`config.mk`:
```
export PLATFORM = sky130hd
export DESIGN_NAME = adc_scan_sequencer
export DESIGN_NICKNAME = d
export VERILOG_FILES = /design/src/adc_scan_pkg.sv /design/src/adc_scan_sequencer.sv
export SDC_FILE = /design/constraint.sdc
export NUM_CORES = 1
export LEC_CHECK = 0
export BUFFER_PORTS_ARGS = -buffer_cell sky130_fd_sc_hd__buf_4
export CAP_MARGIN = 10
export CORE_UTILIZATION = 43
export DETAILED_ROUTE_END_ITERATION = 8
export GPL_ROUTABILITY_DRIVEN = 0
export HOLD_SLACK_MARGIN = 0.03
export PLACE_DENSITY = 0.67
export SYNTH_ARGS = -nofsm -noshare
export SYNTH_HDL_FRONTEND = slang
export SYNTH_SLANG_ARGS = --single-unit
```
`constraint.sdc`:
```
create_clock -name CORE_CLK -period 5.4 [get_ports CORE_CLK]
set_clock_uncertainty 0.05 [all_clocks]
set_input_delay 0.54 -clock CORE_CLK [delete_from_list [all_inputs] [get_ports CORE_CLK]]
set_output_delay 0.54 -clock CORE_CLK [all_outputs]
set_load 0.01 [all_outputs]
```
`src/adc_scan_pkg.sv`:
```
`default_nettype none
package adc_scan_pkg;
   // ------------------------------------------------------------
   // register offsets
   // ------------------------------------------------------------
   localparam logic [7:0] OFS_CTRL    = 8'h00;
   localparam logic [7:0] OFS_MASK_A  = 8'h04;
   localparam logic [7:0] OFS_MASK_B  = 8'h08;
   localparam logic [7:0] OFS_TRIGSEL = 8'h0C;
   localparam logic [7:0] OFS_SAMPLE  = 8'h10;
   localparam logic [7:0] OFS_EXTIN   = 8'h14;
   localparam logic [7:0] OFS_STATUS  = 8'h18;
   localparam logic [7:0] OFS_DUP     = 8'h1C;
   localparam logic [7:0] OFS_RESULT  = 8'h40;  // channel n at 40h + 4n
   // ------------------------------------------------------------
   // fields and reset values
   // ------------------------------------------------------------
   localparam int         CTRL_START_BIT = 0;
   localparam int         TRIG_B_LSB     = 8;
   localparam logic [7:0] SAMPLE_RESET   = 8'h14;
   localparam logic [3:0] TRIG_PIN_SEL   = 4'h0;
   // ------------------------------------------------------------
   // timing in cycles (peripheral and converter clock share CORE_CLK)
   // ------------------------------------------------------------
   localparam int         START_PCLK_SYNC  = 2;
   localparam int         START_PCLK_PIN   = 4;
   localparam int         START_CONVERTER_CLOCK      = 3;
   localparam int         CONV_HIGH_SPEED  = 23;
   localparam int         CONV_NORMAL      = 29;
   localparam int         END_CONVERTER_CLOCK        = 2;
   localparam logic [8:0] DLY_SYNC = 9'(START_PCLK_SYNC + START_CONVERTER_CLOCK - 1);
   localparam logic [8:0] DLY_PIN  = 9'(START_PCLK_PIN + START_CONVERTER_CLOCK - 1);
   localparam logic [8:0] CONV_HS  = 9'(CONV_HIGH_SPEED - 1);
   localparam logic [8:0] CONV_NS  = 9'(CONV_NORMAL - 1);
   localparam logic [8:0] END_DLY  = 9'(END_CONVERTER_CLOCK - 1);

   typedef enum logic [1:0] {
      MODE_SINGLE = 2'b00, MODE_GROUP = 2'b01, MODE_CONT = 2'b10
   } mode_t;

   typedef enum logic [2:0] {
      ST_IDLE = 3'b000, ST_START = 3'b001, ST_SAMPLE = 3'b010,
      ST_CONVERT = 3'b011, ST_END = 3'b100
   } state_t;

   // control bits [13:1] of the control register
   typedef struct packed {
      logic       high_speed;
      logic [4:0] duplicate_channel_select;
      logic       duplicate_mode_enable;
      logic       group_b_irq_enable;
      logic       scan_end_irq_enable;
      logic       external_trigger_select;
      logic       trigger_enable;
      mode_t      mode;
   } ctrl_t;

   // drive towards the analog unit
   typedef struct packed {
      logic       sampling;
      logic       converting;
      logic [4:0] channel;
   } conv_ctrl_t;
endpackage
`default_nettype wire

```
`src/adc_scan_sequencer.sv`:
```
`default_nettype none
module adc_scan_sequencer
   import adc_scan_pkg::*;
#(
   parameter int NUM_CH  = 8,
   parameter int NUM_TRG = 16
) (
   input  wire logic               CORE_CLK,
   input  wire logic               RESET,
   input  wire logic [7:0]         REG_ADDR,
   input  wire logic [31:0]        REG_WDATA,
   input  wire logic               REG_WR,
   input  wire logic               REG_RD,
   output logic      [31:0]        REG_RDATA,
   input  wire logic [NUM_TRG-1:0] SYNC_TRIGGERS,
   input  wire logic               ASYNC_TRIGGER_PIN,
   input  wire logic [11:0]        ANALOG_RESULT,
   output conv_ctrl_t              CONV_CTRL,
   output logic                    SCAN_END_IRQ,
   output logic                    GROUP_B_END_IRQ
);
   // ------------------------------------------------------------
   // state
   // ------------------------------------------------------------
   ctrl_t             ctrl, next_ctrl;
   logic              start_flag, next_start_flag;
   logic [NUM_CH-1:0] mask_a, next_mask_a, mask_b, next_mask_b;
   logic [15:0]       trigsel, next_trigsel;
   logic [7:0]        sampling_states, next_sampling_states;
   logic [1:0]        extin, next_extin;
   state_t            state, next_state;
   logic [8:0]        cnt, next_cnt;
   logic [4:0]        chan, next_chan;
   logic              group_b, next_group_b, from_sw, next_from_sw;
   logic              dup_phase, next_dup_phase;
   logic              irq_a, next_irq_a, irq_b, next_irq_b;
   logic [31:0]       rdata, next_rdata;
   logic [11:0]       dup_result;
   logic [11:0]       result [NUM_CH];
   logic              pin_s1, pin_s2, pin_s3;
   logic              store_ch, store_dup;

   // first set bit of m at or above position from; bit 5 flags a find
   function automatic logic [5:0] first_from(input logic [NUM_CH-1:0] m, input logic [5:0] from);
      logic [5:0] r;
      r = 6'h00;
      for (int i = NUM_CH - 1; i >= 0; i--) begin
         if (m[i] && 6'(i) >= from) begin
            r = {1'b1, 5'(i)};
         end
      end
      return r;
   endfunction

   // ------------------------------------------------------------
   // trigger decode
   // ------------------------------------------------------------
   logic              pin_rise, trig_a, trig_b, sw_go, sw_stop, ctrl_wr;
   logic [NUM_CH-1:0] scan_mask;
   logic [5:0]        hit_first, hit_next;
   // only the pin goes through a synchroniser, sync triggers already share this clock
   assign pin_rise  = pin_s2 & ~pin_s3;
   assign ctrl_wr   = REG_WR && REG_ADDR == OFS_CTRL;
   assign sw_go     = ctrl_wr && REG_WDATA[CTRL_START_BIT];
   assign sw_stop   = ctrl_wr && !REG_WDATA[CTRL_START_BIT];
   assign trig_a    = ctrl.trigger_enable && (ctrl.external_trigger_select
                      ? (trigsel[3:0] == TRIG_PIN_SEL && pin_rise)
                      : SYNC_TRIGGERS[trigsel[3:0]]);
   assign trig_b    = ctrl.trigger_enable && ctrl.mode == MODE_GROUP
                      && SYNC_TRIGGERS[trigsel[TRIG_B_LSB +: 4]];
   // duplication narrows group A to the one named channel
   assign scan_mask = group_b ? mask_b : ctrl.duplicate_mode_enable
                      ? NUM_CH'(1) << ctrl.duplicate_channel_select : mask_a;
   assign hit_first = first_from(scan_mask, 6'h00);
   assign hit_next  = first_from(scan_mask, 6'({1'b0, chan} + 6'h01));

   // ------------------------------------------------------------
   // registers and sequencer, next values
   // ------------------------------------------------------------
   always_comb begin
      next_ctrl            = ctrl;
      next_start_flag      = start_flag;
      next_mask_a          = mask_a;
      next_mask_b          = mask_b;
      next_trigsel         = trigsel;
      next_sampling_states = sampling_states;
      next_extin           = extin;
      next_state           = state;
      next_cnt             = cnt;
      next_chan            = chan;
      next_group_b         = group_b;
      next_from_sw         = from_sw;
      next_dup_phase       = dup_phase;
      next_irq_a           = 1'b0;
      next_irq_b           = 1'b0;
      next_rdata           = 32'h0000_0000;
      store_ch             = 1'b0;
      store_dup            = 1'b0;
      if (REG_WR) begin
         case (REG_ADDR)
            OFS_CTRL:    next_ctrl = REG_WDATA[13:1];
            OFS_MASK_A:  next_mask_a = REG_WDATA[NUM_CH-1:0];
            OFS_MASK_B:  next_mask_b = REG_WDATA[NUM_CH-1:0];
            OFS_TRIGSEL: next_trigsel = REG_WDATA[15:0];
            OFS_SAMPLE:  next_sampling_states = REG_WDATA[7:0];
            OFS_EXTIN:   next_extin = REG_WDATA[1:0];
            default:     next_extin = extin;
         endcase
      end
      // sequencer steps
      case (state)
         ST_IDLE: begin
            // a new scan always begins at the lowest selected channel
            if (sw_go || trig_a || trig_b) begin
               next_start_flag = 1'b1;
               next_group_b    = !sw_go && !trig_a;
               next_from_sw    = sw_go;
               next_cnt        = (!sw_go && trig_a && ctrl.external_trigger_select) ? DLY_PIN : DLY_SYNC;
               next_state      = ST_START;
            end
         end
         ST_START: begin
            next_cnt = cnt - 9'h001;
            if (cnt == 9'h000) begin
               next_chan  = hit_first[4:0];
               next_cnt   = hit_first[5] ? 9'(sampling_states) : END_DLY;
               next_state = hit_first[5] ? ST_SAMPLE : ST_END;
            end
         end
         ST_SAMPLE: begin
            next_cnt = cnt - 9'h001;
            if (cnt == 9'h000) begin
               next_cnt   = ctrl.high_speed ? CONV_HS : CONV_NS;
               next_state = ST_CONVERT;
            end
         end
         ST_CONVERT: begin
            next_cnt = cnt - 9'h001;
            if (cnt == 9'h000) begin
               // second duplicated pass lands in the duplicate register
               store_dup = !group_b && ctrl.duplicate_mode_enable && !from_sw && dup_phase;
               store_ch  = !store_dup;
               if (hit_next[5]) begin
                  next_chan  = hit_next[4:0];
                  next_cnt   = 9'(sampling_states);
                  next_state = ST_SAMPLE;
               end else if (ctrl.mode == MODE_CONT) begin
                  // wrap straight into the next pass, no end delay
                  next_irq_a = ctrl.scan_end_irq_enable;
                  next_chan  = hit_first[4:0];
                  next_cnt   = 9'(sampling_states);
                  next_state = ST_SAMPLE;
               end else begin
                  next_cnt   = END_DLY;
                  next_state = ST_END;
               end
            end
         end
         ST_END: begin
            next_cnt = cnt - 9'h001;
            if (cnt == 9'h000) begin
               next_state      = ST_IDLE;
               next_start_flag = 1'b0;
               if (group_b) begin
                  next_irq_b = ctrl.group_b_irq_enable;
               end else if (ctrl.duplicate_mode_enable && !from_sw) begin
                  next_dup_phase = !dup_phase;
                  next_irq_a     = dup_phase && ctrl.scan_end_irq_enable;
               end else begin
                  next_irq_a = ctrl.scan_end_irq_enable;
               end
            end
         end
         default: next_state = ST_IDLE;
      endcase
      // writing 0 to the start flag aborts any scan; writing 1 while busy does nothing
      if (sw_stop) begin
         next_start_flag = 1'b0;
         next_state      = ST_IDLE;
      end
      if (REG_RD) begin
         if (REG_ADDR >= OFS_RESULT && REG_ADDR < 8'(OFS_RESULT + 4 * NUM_CH) && REG_ADDR[1:0] == 2'b00) begin
            next_rdata = {20'h00000, result[3'(REG_ADDR[7:2])]};
         end else begin
            case (REG_ADDR)
               OFS_CTRL:    next_rdata = {18'h0, ctrl, start_flag};
               OFS_MASK_A:  next_rdata = 32'(mask_a);
               OFS_MASK_B:  next_rdata = 32'(mask_b);
               OFS_TRIGSEL: next_rdata = {16'h0000, trigsel};
               OFS_SAMPLE:  next_rdata = {24'h000000, sampling_states};
               OFS_EXTIN:   next_rdata = {30'h0, extin};
               OFS_STATUS:  next_rdata = {16'h0000, 3'h0, chan, 3'h0, dup_phase, group_b, state};
               OFS_DUP:     next_rdata = {20'h00000, dup_result};
               default:     next_rdata = 32'h0000_0000;
            endcase
         end
      end
   end

   // ------------------------------------------------------------
   // registers, clocked
   // ------------------------------------------------------------
   always_ff @(posedge CORE_CLK or posedge RESET) begin
      if (RESET) begin
         ctrl            <= '0;
         start_flag      <= 1'b0;
         mask_a          <= '0;
         mask_b          <= '0;
         trigsel         <= 16'h0000;
         sampling_states <= SAMPLE_RESET;
         extin           <= 2'b00;
         state           <= ST_IDLE;
         cnt             <= 9'h000;
         chan            <= 5'h00;
         group_b         <= 1'b0;
         from_sw         <= 1'b0;
         dup_phase       <= 1'b0;
         irq_a           <= 1'b0;
         irq_b           <= 1'b0;
         rdata           <= 32'h0000_0000;
         pin_s1          <= 1'b0;
         pin_s2          <= 1'b0;
         pin_s3          <= 1'b0;
      end else begin
         ctrl            <= next_ctrl;
         start_flag      <= next_start_flag;
         mask_a          <= next_mask_a;
         mask_b          <= next_mask_b;
         trigsel         <= next_trigsel;
         sampling_states <= next_sampling_states;
         extin           <= next_extin;
         state           <= next_state;
         cnt             <= next_cnt;
         chan            <= next_chan;
         group_b         <= next_group_b;
         from_sw         <= next_from_sw;
         dup_phase       <= next_dup_phase;
         irq_a           <= next_irq_a;
         irq_b           <= next_irq_b;
         rdata           <= next_rdata;
         pin_s1          <= ASYNC_TRIGGER_PIN;
         pin_s2          <= pin_s1;
         pin_s3          <= pin_s2;
      end
   end

   // result storage, kept out of reset so it maps onto plain memory
   always_ff @(posedge CORE_CLK) begin
      if (store_ch) begin
         result[3'(chan)] <= ANALOG_RESULT;
      end
      if (store_dup) begin
         dup_result <= ANALOG_RESULT;
      end
   end

   assign REG_RDATA       = rdata;
   assign SCAN_END_IRQ    = irq_a;
   assign GROUP_B_END_IRQ = irq_b;
   assign CONV_CTRL       = '{sampling: state == ST_SAMPLE, converting: state == ST_CONVERT, channel: chan};
endmodule // adc_scan_sequencer
`default_nettype wire

```
==> metrics, run 1 <==
postcts setup bufs=0; largest net degree at the start of global routing=62; worst-path fanout max=19; drt first pass iters=5; core outline area=21,900 sq um; final count of hold timing violations=0; P&R area growth vs syn=16.3%; Gate Count Post-Synth=713; critical path startpoint category=register; most frequent cell after synthesis=edfxtp_1; Slowest-stage cell, CP=dfrtp_1; global-route wire length before repair=approximately 37 mm; most instantiated cells after synthesis=108 x edfxtp_1, 93 x dfrtp_1, 57 x mux2_2; Leakage=4.43 nW; drt via density=5.91; simple-gate portion of the synthesized area=10.3%; final setup violating endpoints=0; register area=5620 sq um; HP Class=in2reg; setup ws final=2.17 ns; Final Instance Count excl. Fillers=1,089; total grt overflow=0; Starting Density=between 40 and 50%; antenna cells=0; number of global-route vias before repair=6,259; layout cells sized above 1=30.7%; CP Buf/Inv Count=0; ranking of synthesized cells by area=edfxtp_1 34%, dfrtp_1 24%, mux4_2 7.0%, mux2_2 6.7%, a22oi_1 1.9%; register bit count reported by yosys=203; DPL Wire Length=16.6 mm; Final ANT Viol Nets=0; Multi-input gate area=3780 sq um; die area=approximately 23,000 sq um; TritonCTS Sinks=203; EDFF count, synth=108; vias=roughly 6.4k; CTS clock-pin slew for the worst setup and hold paths=0.06 ns; worst hold slack=0.0928 ns; element type at the critical path end=register; Chip Height=roughly 150 microns; syn_area_per_cell=about 14 sq um; WHS Path Cells=1; Synth area leader=edfxtp_1; post-synthesis sequential area ratio=58.3%; CTS Root Cell=clkbuf_16; max-cap viol count=0; Buffers on Ports=79; antenna violations before repair=0; Post-Syn Area=9650 sq um; VDD IR max=0.307 mV; Reg-to-Reg End=cnt[6]$_DFFE_PP0P_; Die W=approximately 150 microns; power per cell area=346 nW/um^2; Final Max Slew Viols=0; Worst Tran Pin Value=1.04 ns; Final #Nets=870; TritonCTS clock tree=yes; Tmin final=3.23 ns; Fillers=1,874; asr flop ratio synth=46.8%; critical path data arrival time=3.57 ns; post-synthesis compound-gate area fraction=11.0%; Synth top area share=33.6%; status=completed; unrepaired setup endpoints after global routing=no; DR WL/cell=21.9 microns; Final Cycle Share=around 60%; Post-Synth XOR/XNOR Area=0.635%; Top Ports=114; Crit Path Class=reg2reg; CTS resizes=0; highest clock rate=310 MHz; Hold Buf Count CTS=1; cell family with most CP delay=compound AO/OA/AOI/OAI gates; Synth Area in Adders=less than 1%; design area=11,200 sq um; reg-to-reg slack, setup=2.17 ns; number of buffers created by CTS=22; Worst slew margin=30.2%; ys flop type=edfxtp_1; drc violations=0; reg2reg start=group_b$_DFFE_PP0P_; main combinational cell family by area after synthesis=multiplexers; Synth Warn #=0; Post-Place Cells=1,048; CTS H-tree depth=1; WP data required=5.74 ns; clock buffer depth=3; Worst Reg-to-Reg Cells=7; Place WS=just under 2 ns; Unique masters post-synth=84; Largest stage delay, worst path=0.87 ns; Min-Delay Endpoint=pin_s1$_DFF_PP0_; row count=54; Iteration-0 DRC Markers=406; Setup Total Neg Slack=0 ns; placed cell area=10,500 sq um; fraction of synthesized area in multiplexers=~16%; total track usage=20.7%; final wirelength=roughly 24 mm; Clk Latency, worst-skew pair=0.52 ns; worst-path cell chain=nor2_2, a22oi_1, a21oi_1, a221oi_2, nor4b_4, nor3_2, a311o_1; hold wc startpoint=ASYNC_TRIGGER_PIN
[sequential cells by signal, indices dropped and copies added (netlist names), 8 cells and up]
name and flops:
sampling_states 8, ctrl 13, mask_a 8, mask_b 8
dup_result 12, REG_RDATA 16, cnt 9, result 96
trigsel 16
[power breakdown]
part           switching [mW]  internal [mW]
sequential             0.0952           1.70
clock                   0.613          0.894
combinational           0.345          0.246
total                    1.05           2.84
[metal layers]
metal	up-vias	share of wire [%]	wire, microns	global-route usage [%]
li1	2891	-	-	-
met1	3276	43	10200	28.9
met2	232	48	11500	33.5
met3	42	5.8	1390	3.05
met4	0	3.1	731	6.52
met5	-	0	0	0
[worst max-delay path by stage]
stage	startpoint	endpoint	slack, ns	depth (start not counted)
2_1_floorplan	RESET	GROUP_B_END_IRQ$_DFF_PP0_	2.34	1
3_3_place_gp	REG_ADDR[1]	sampling_states[6]$_DFFE_PP0P_	2.10	6
3_5_place_dp	REG_ADDR[1]	REG_RDATA[6]$_DFF_PP0_	1.93	6
4_1_cts	group_b$_DFFE_PP0P_	cnt[6]$_DFFE_PP0P_	2.19	7
5_1_grt	group_b$_DFFE_PP0P_	cnt[6]$_DFFE_PP0P_	1.96	7
6_report	group_b$_DFFE_PP0P_	cnt[6]$_DFFE_PP0P_	2.17	7
[per-stage QoR]
stage	utilization (%)	power, mW
floorplan	-	2.23
global placement	47.9	2.40
detailed placement	47.9	2.41
CTS	51.3	3.90
global route	51.3	4.05
finish	51.3	3.89
[cells in the final DEF (no fill, tap or decap), drive strengths merged, types with 11 or more instances in the layout]
cell type    n
nand3       18
edfxtp     108
o21ai       31
mux2        67
mux4        30
buf         88
inv         17
nor3        11
conb        18
nand2       51
clkbuf      30
nor2        42
a31oi       17
a21oi       23
dfrtp       93
a22oi       28
[kinds of logic after synthesis]
logic type / Yosys count
DFF: 203
and+or+nand+nor: 176
AOI/OAI and AO/OA: 149
muxes: 105
buffers and inverters: 67
xor gates and xnor gates: 7
adders and majority gates: 5
other: 1
[final cells by class]
cell class                      instances  area share (%)
Timing Repair Buffer                   89            5.97
Clock inverter                         10            1.10
Sequential cell                       203            50.1
Clock buffer                           30            5.44
Tap cell                              280            3.12
Multi-Input combinational cell        460            33.7
Inverter                               17           0.591
Note: power is estimated with default switching activity, not from simulation.
==> run 2: changes to the inputs <==
--- a/config.mk
+++ b/config.mk
@@ -11,7 +11,7 @@
 export DETAILED_ROUTE_END_ITERATION = 8
 export GPL_ROUTABILITY_DRIVEN = 0
 export HOLD_SLACK_MARGIN = 0.03
-export PLACE_DENSITY = 0.67
+export PLACE_DENSITY = 0.69
 export SYNTH_ARGS = -nofsm -noshare
 export SYNTH_HDL_FRONTEND = slang
 export SYNTH_SLANG_ARGS = --single-unit
==> constraint.sdc (replaced) <==
create_clock -name CORE_CLK -period 2.8 [get_ports CORE_CLK]
set_clock_uncertainty 0.05 [all_clocks]
set_input_delay 0.28 -clock CORE_CLK [delete_from_list [all_inputs] [get_ports CORE_CLK]]
set_output_delay 0.28 -clock CORE_CLK [all_outputs]
set_load 0.01 [all_outputs]
==> run 2 against run 1 <==
Effect of this change:
- critical endpoint is now cnt[7]$_DFFE_PP0P_
- global-route usage grew 0.51 points
- sequential cell count unchanged
- clock-buffer cell count down 1
- non-clock buffer count increased by 58
- register-to-register slack lost 2.0 ns
- via count is 2.7% higher
- fmax increased by 23%
- design area grew 4.8%
- power grew 92%
- setup slack lost 2.0 ns
- clock power grew 83%
==> metrics, run 2 (same netlist as run 1, synthesis figures left out) <==
status=completed; cell family with most CP delay=compound AO/OA/AOI/OAI gates; final wirelength=24.4 mm (+2.2%); Largest stage delay, worst path=0.62 ns (-0.25 ns); core outline area=21,900 sq um (unchanged); highest clock rate=379 MHz (+23%); Starting Density=44.1% (unchanged); critical path startpoint category=register; hold wc startpoint=REG_WDATA[0]; drt first pass iters=5 (unchanged); DPL Wire Length=17.1 mm (+3.5%); Comb pwr share=16.8% (+1.6 points); number of buffers created by CTS=22 (unchanged); largest net degree at the start of global routing=96 (+55%); most common cell after layout, fill and taps aside=buf_4; antenna cells=0 (unchanged); layout cells sized above 1=31.8% (+1.2 points); Top Ports=114 (unchanged); Final ANT Viol Nets=0 (unchanged); reg-to-reg slack, setup=0.16 ns (-2.01 ns); Worst Reg-to-Reg Cells=7 (unchanged); final count of hold timing violations=0 (unchanged); max-cap viol count=0 (unchanged); switching share of power=27.5% (+0.46 points); P_int=5.41 mW (+91%); Setup Total Neg Slack=0 ns (unchanged); max reg flops=96 (unchanged); part of the power in registers=46.0% (about the same); total track usage=21.2% (+0.51 points); worst hold slack=0.0522 ns (-0.0406 ns); reg2reg start=trigsel[8]$_DFFE_PP0P_; CP Buf/Inv Count=0 (unchanged); HP Class=in2reg; drc violations=0 (unchanged); Crit Path Class=reg2reg; Die W=152 microns (unchanged); TritonCTS Sinks=203 (unchanged); power per cell area=634 nW/um^2 (+83%); element type at the critical path end=register; Largest Register=result; DR WL/cell=21.3 microns (-2.9%); P&R area growth vs syn=21.9%; placed cell area=10,800 sq um (+2.8%); antenna violations before repair=0 (unchanged); Iteration-0 DRC Markers=481 (+18%); unrepaired setup endpoints after global routing=no; Reg-to-Reg End=cnt[7]$_DFFE_PP0P_; clock network power share=37.2% (-1.6 points); worst-path cell chain=mux4_2, mux2_2, a22oi_1, nand2_1, o2bb2ai_2, o2bb2ai_1, a31o_2; total grt overflow=0 (unchanged); switching pwr=2.05 mW (+95%); Tmin final=2.64 ns (-0.595 ns); WP data required=3.19 ns (-2.55 ns); die area=23,000 sq um (unchanged); Slowest-stage cell, CP=dfrtp_1; Final #Nets=928 (+6.7%); Min-Delay Endpoint=trigsel[0]$_DFFE_PP0P_; row count=54 (unchanged); number of global-route vias before repair=6,710 (+7.2%); Worst Tran Pin Value=0.529 ns (-0.515 ns); worst-path fanout max=7 (-12); critical path data arrival time=3.03 ns (-0.54 ns); Clk Latency, worst-skew pair=0.53 ns (about the same); global-route wire length before repair=38.4 mm (+3.4%); TritonCTS clock tree=yes; VDD IR max=0.542 mV (+77%); most frequent cells in the layout=112 x buf_4, 108 x edfxtp_1, 92 x dfrtp_1, 57 x mux2_2, 50 x nand2_1; Buffers on Ports=79 (unchanged); Worst slew margin=64.7% (+35 points); CTS clock-pin slew for the worst setup and hold paths=0.06 ns (about the same); Chip Height=152 microns (unchanged); Final Cycle Share=94.2% (+34 points); vias=6,614 (+2.7%); CTS Root Cell=clkbuf_16; Final Max Slew Viols=0 (unchanged); WHS Path Cells=2 (+1); Post-Place Cells=1,078 (+2.9%); clock buffer depth=3 (unchanged); design area=11,800 sq um (+4.8%); Leakage=4.69 nW (+5.9%); CTS H-tree depth=1 (unchanged); Final Instance Count excl. Fillers=1,147 (+5.3%); final setup violating endpoints=0 (unchanged); drt via density=5.77 (-2.5%)
==> run 2: cell count changes in the layout (fill, tap and decap cells not counted), sizes merged <==
cell         previous run  this run
dlygate4sd3             1        29
clkinvlp                0         1
buf                    88       118
bufinv                  2         1
clkinv                  8         9
clkbuf                 30        29
==> run 2: power by group through the flow <==
stage | registers, mW | clock network (mW) | logic, mW
after CTS | 3.43 | 2.82 | 1.25
after global placement | 3.48 | 0 | 1.19
after detailed placement | 3.48 | 0 | 1.22
after floorplan | 3.42 | 0 | 0.873
final | 3.43 | 2.77 | 1.25
after global routing | 3.45 | 2.95 | 1.40
==> run 2: repair_timing <==
item,in CTS,in global routing
setup endpoints to repair,0,12
gates resized for setup,0,3
setup buffers,0,0
hold buffers,29,0
hold endpoints to repair,252,0
==> run 2: layout make-up <==
class	instances	area [sq um]
Clock inverter	11	108
Inverter	17	67.6
Multi-Input combinational cell	460	3780
Timing Repair Buffer	147	1250
Fill cell	1882	10100
Clock buffer	29	587
Sequential cell	203	5620
Tap cell	280	350
==> run 2: metrics by stage <==
step	setup slack (ns)	util [%]	power [mW]
2_1_floorplan	0.0444	-	4.30
3_3_place_gp	0.188	49.2	4.67
3_5_place_dp	0.170	49.2	4.70
4_1_cts	0.151	53.7	7.49
5_1_grt	0.00736	53.8	7.79
6_report	0.164	53.8	7.46
==> run 2: how the worst max path moves through the flow <==
stage	from	endpoint	depth (start not counted)
2_1_floorplan	state[2]$_DFFE_PP0P_	result[0][0]$_DFFE_PP_	8
5_1_grt	chan[1]$_DFFE_PP0P_	cnt[2]$_DFFE_PP0P_	9
6_report	trigsel[8]$_DFFE_PP0P_	cnt[7]$_DFFE_PP0P_	7
4_1_cts	chan[1]$_DFFE_PP0P_	cnt[6]$_DFFE_PP0P_	8
3_5_place_dp	chan[0]$_DFFE_PP0P_	cnt[6]$_DFFE_PP0P_	9
3_3_place_gp	chan[0]$_DFFE_PP0P_	cnt[6]$_DFFE_PP0P_	9
==> run 2: routing by layer <==
| layer | GRT usage [%] | share of wire, % | up-vias | routed length, microns |
|---|---|---|---|---|
| met1 | 29.2 | 43 | 3334 | 10500 |
| li1 | - | - | 3013 | - |
| met4 | 4.76 | 1.9 | 0 | 473 |
| met3 | 3.79 | 6.1 | 32 | 1490 |
| met5 | 0 | 0 | - | 0 |
| met2 | 35.2 | 49 | 235 | 12000 |
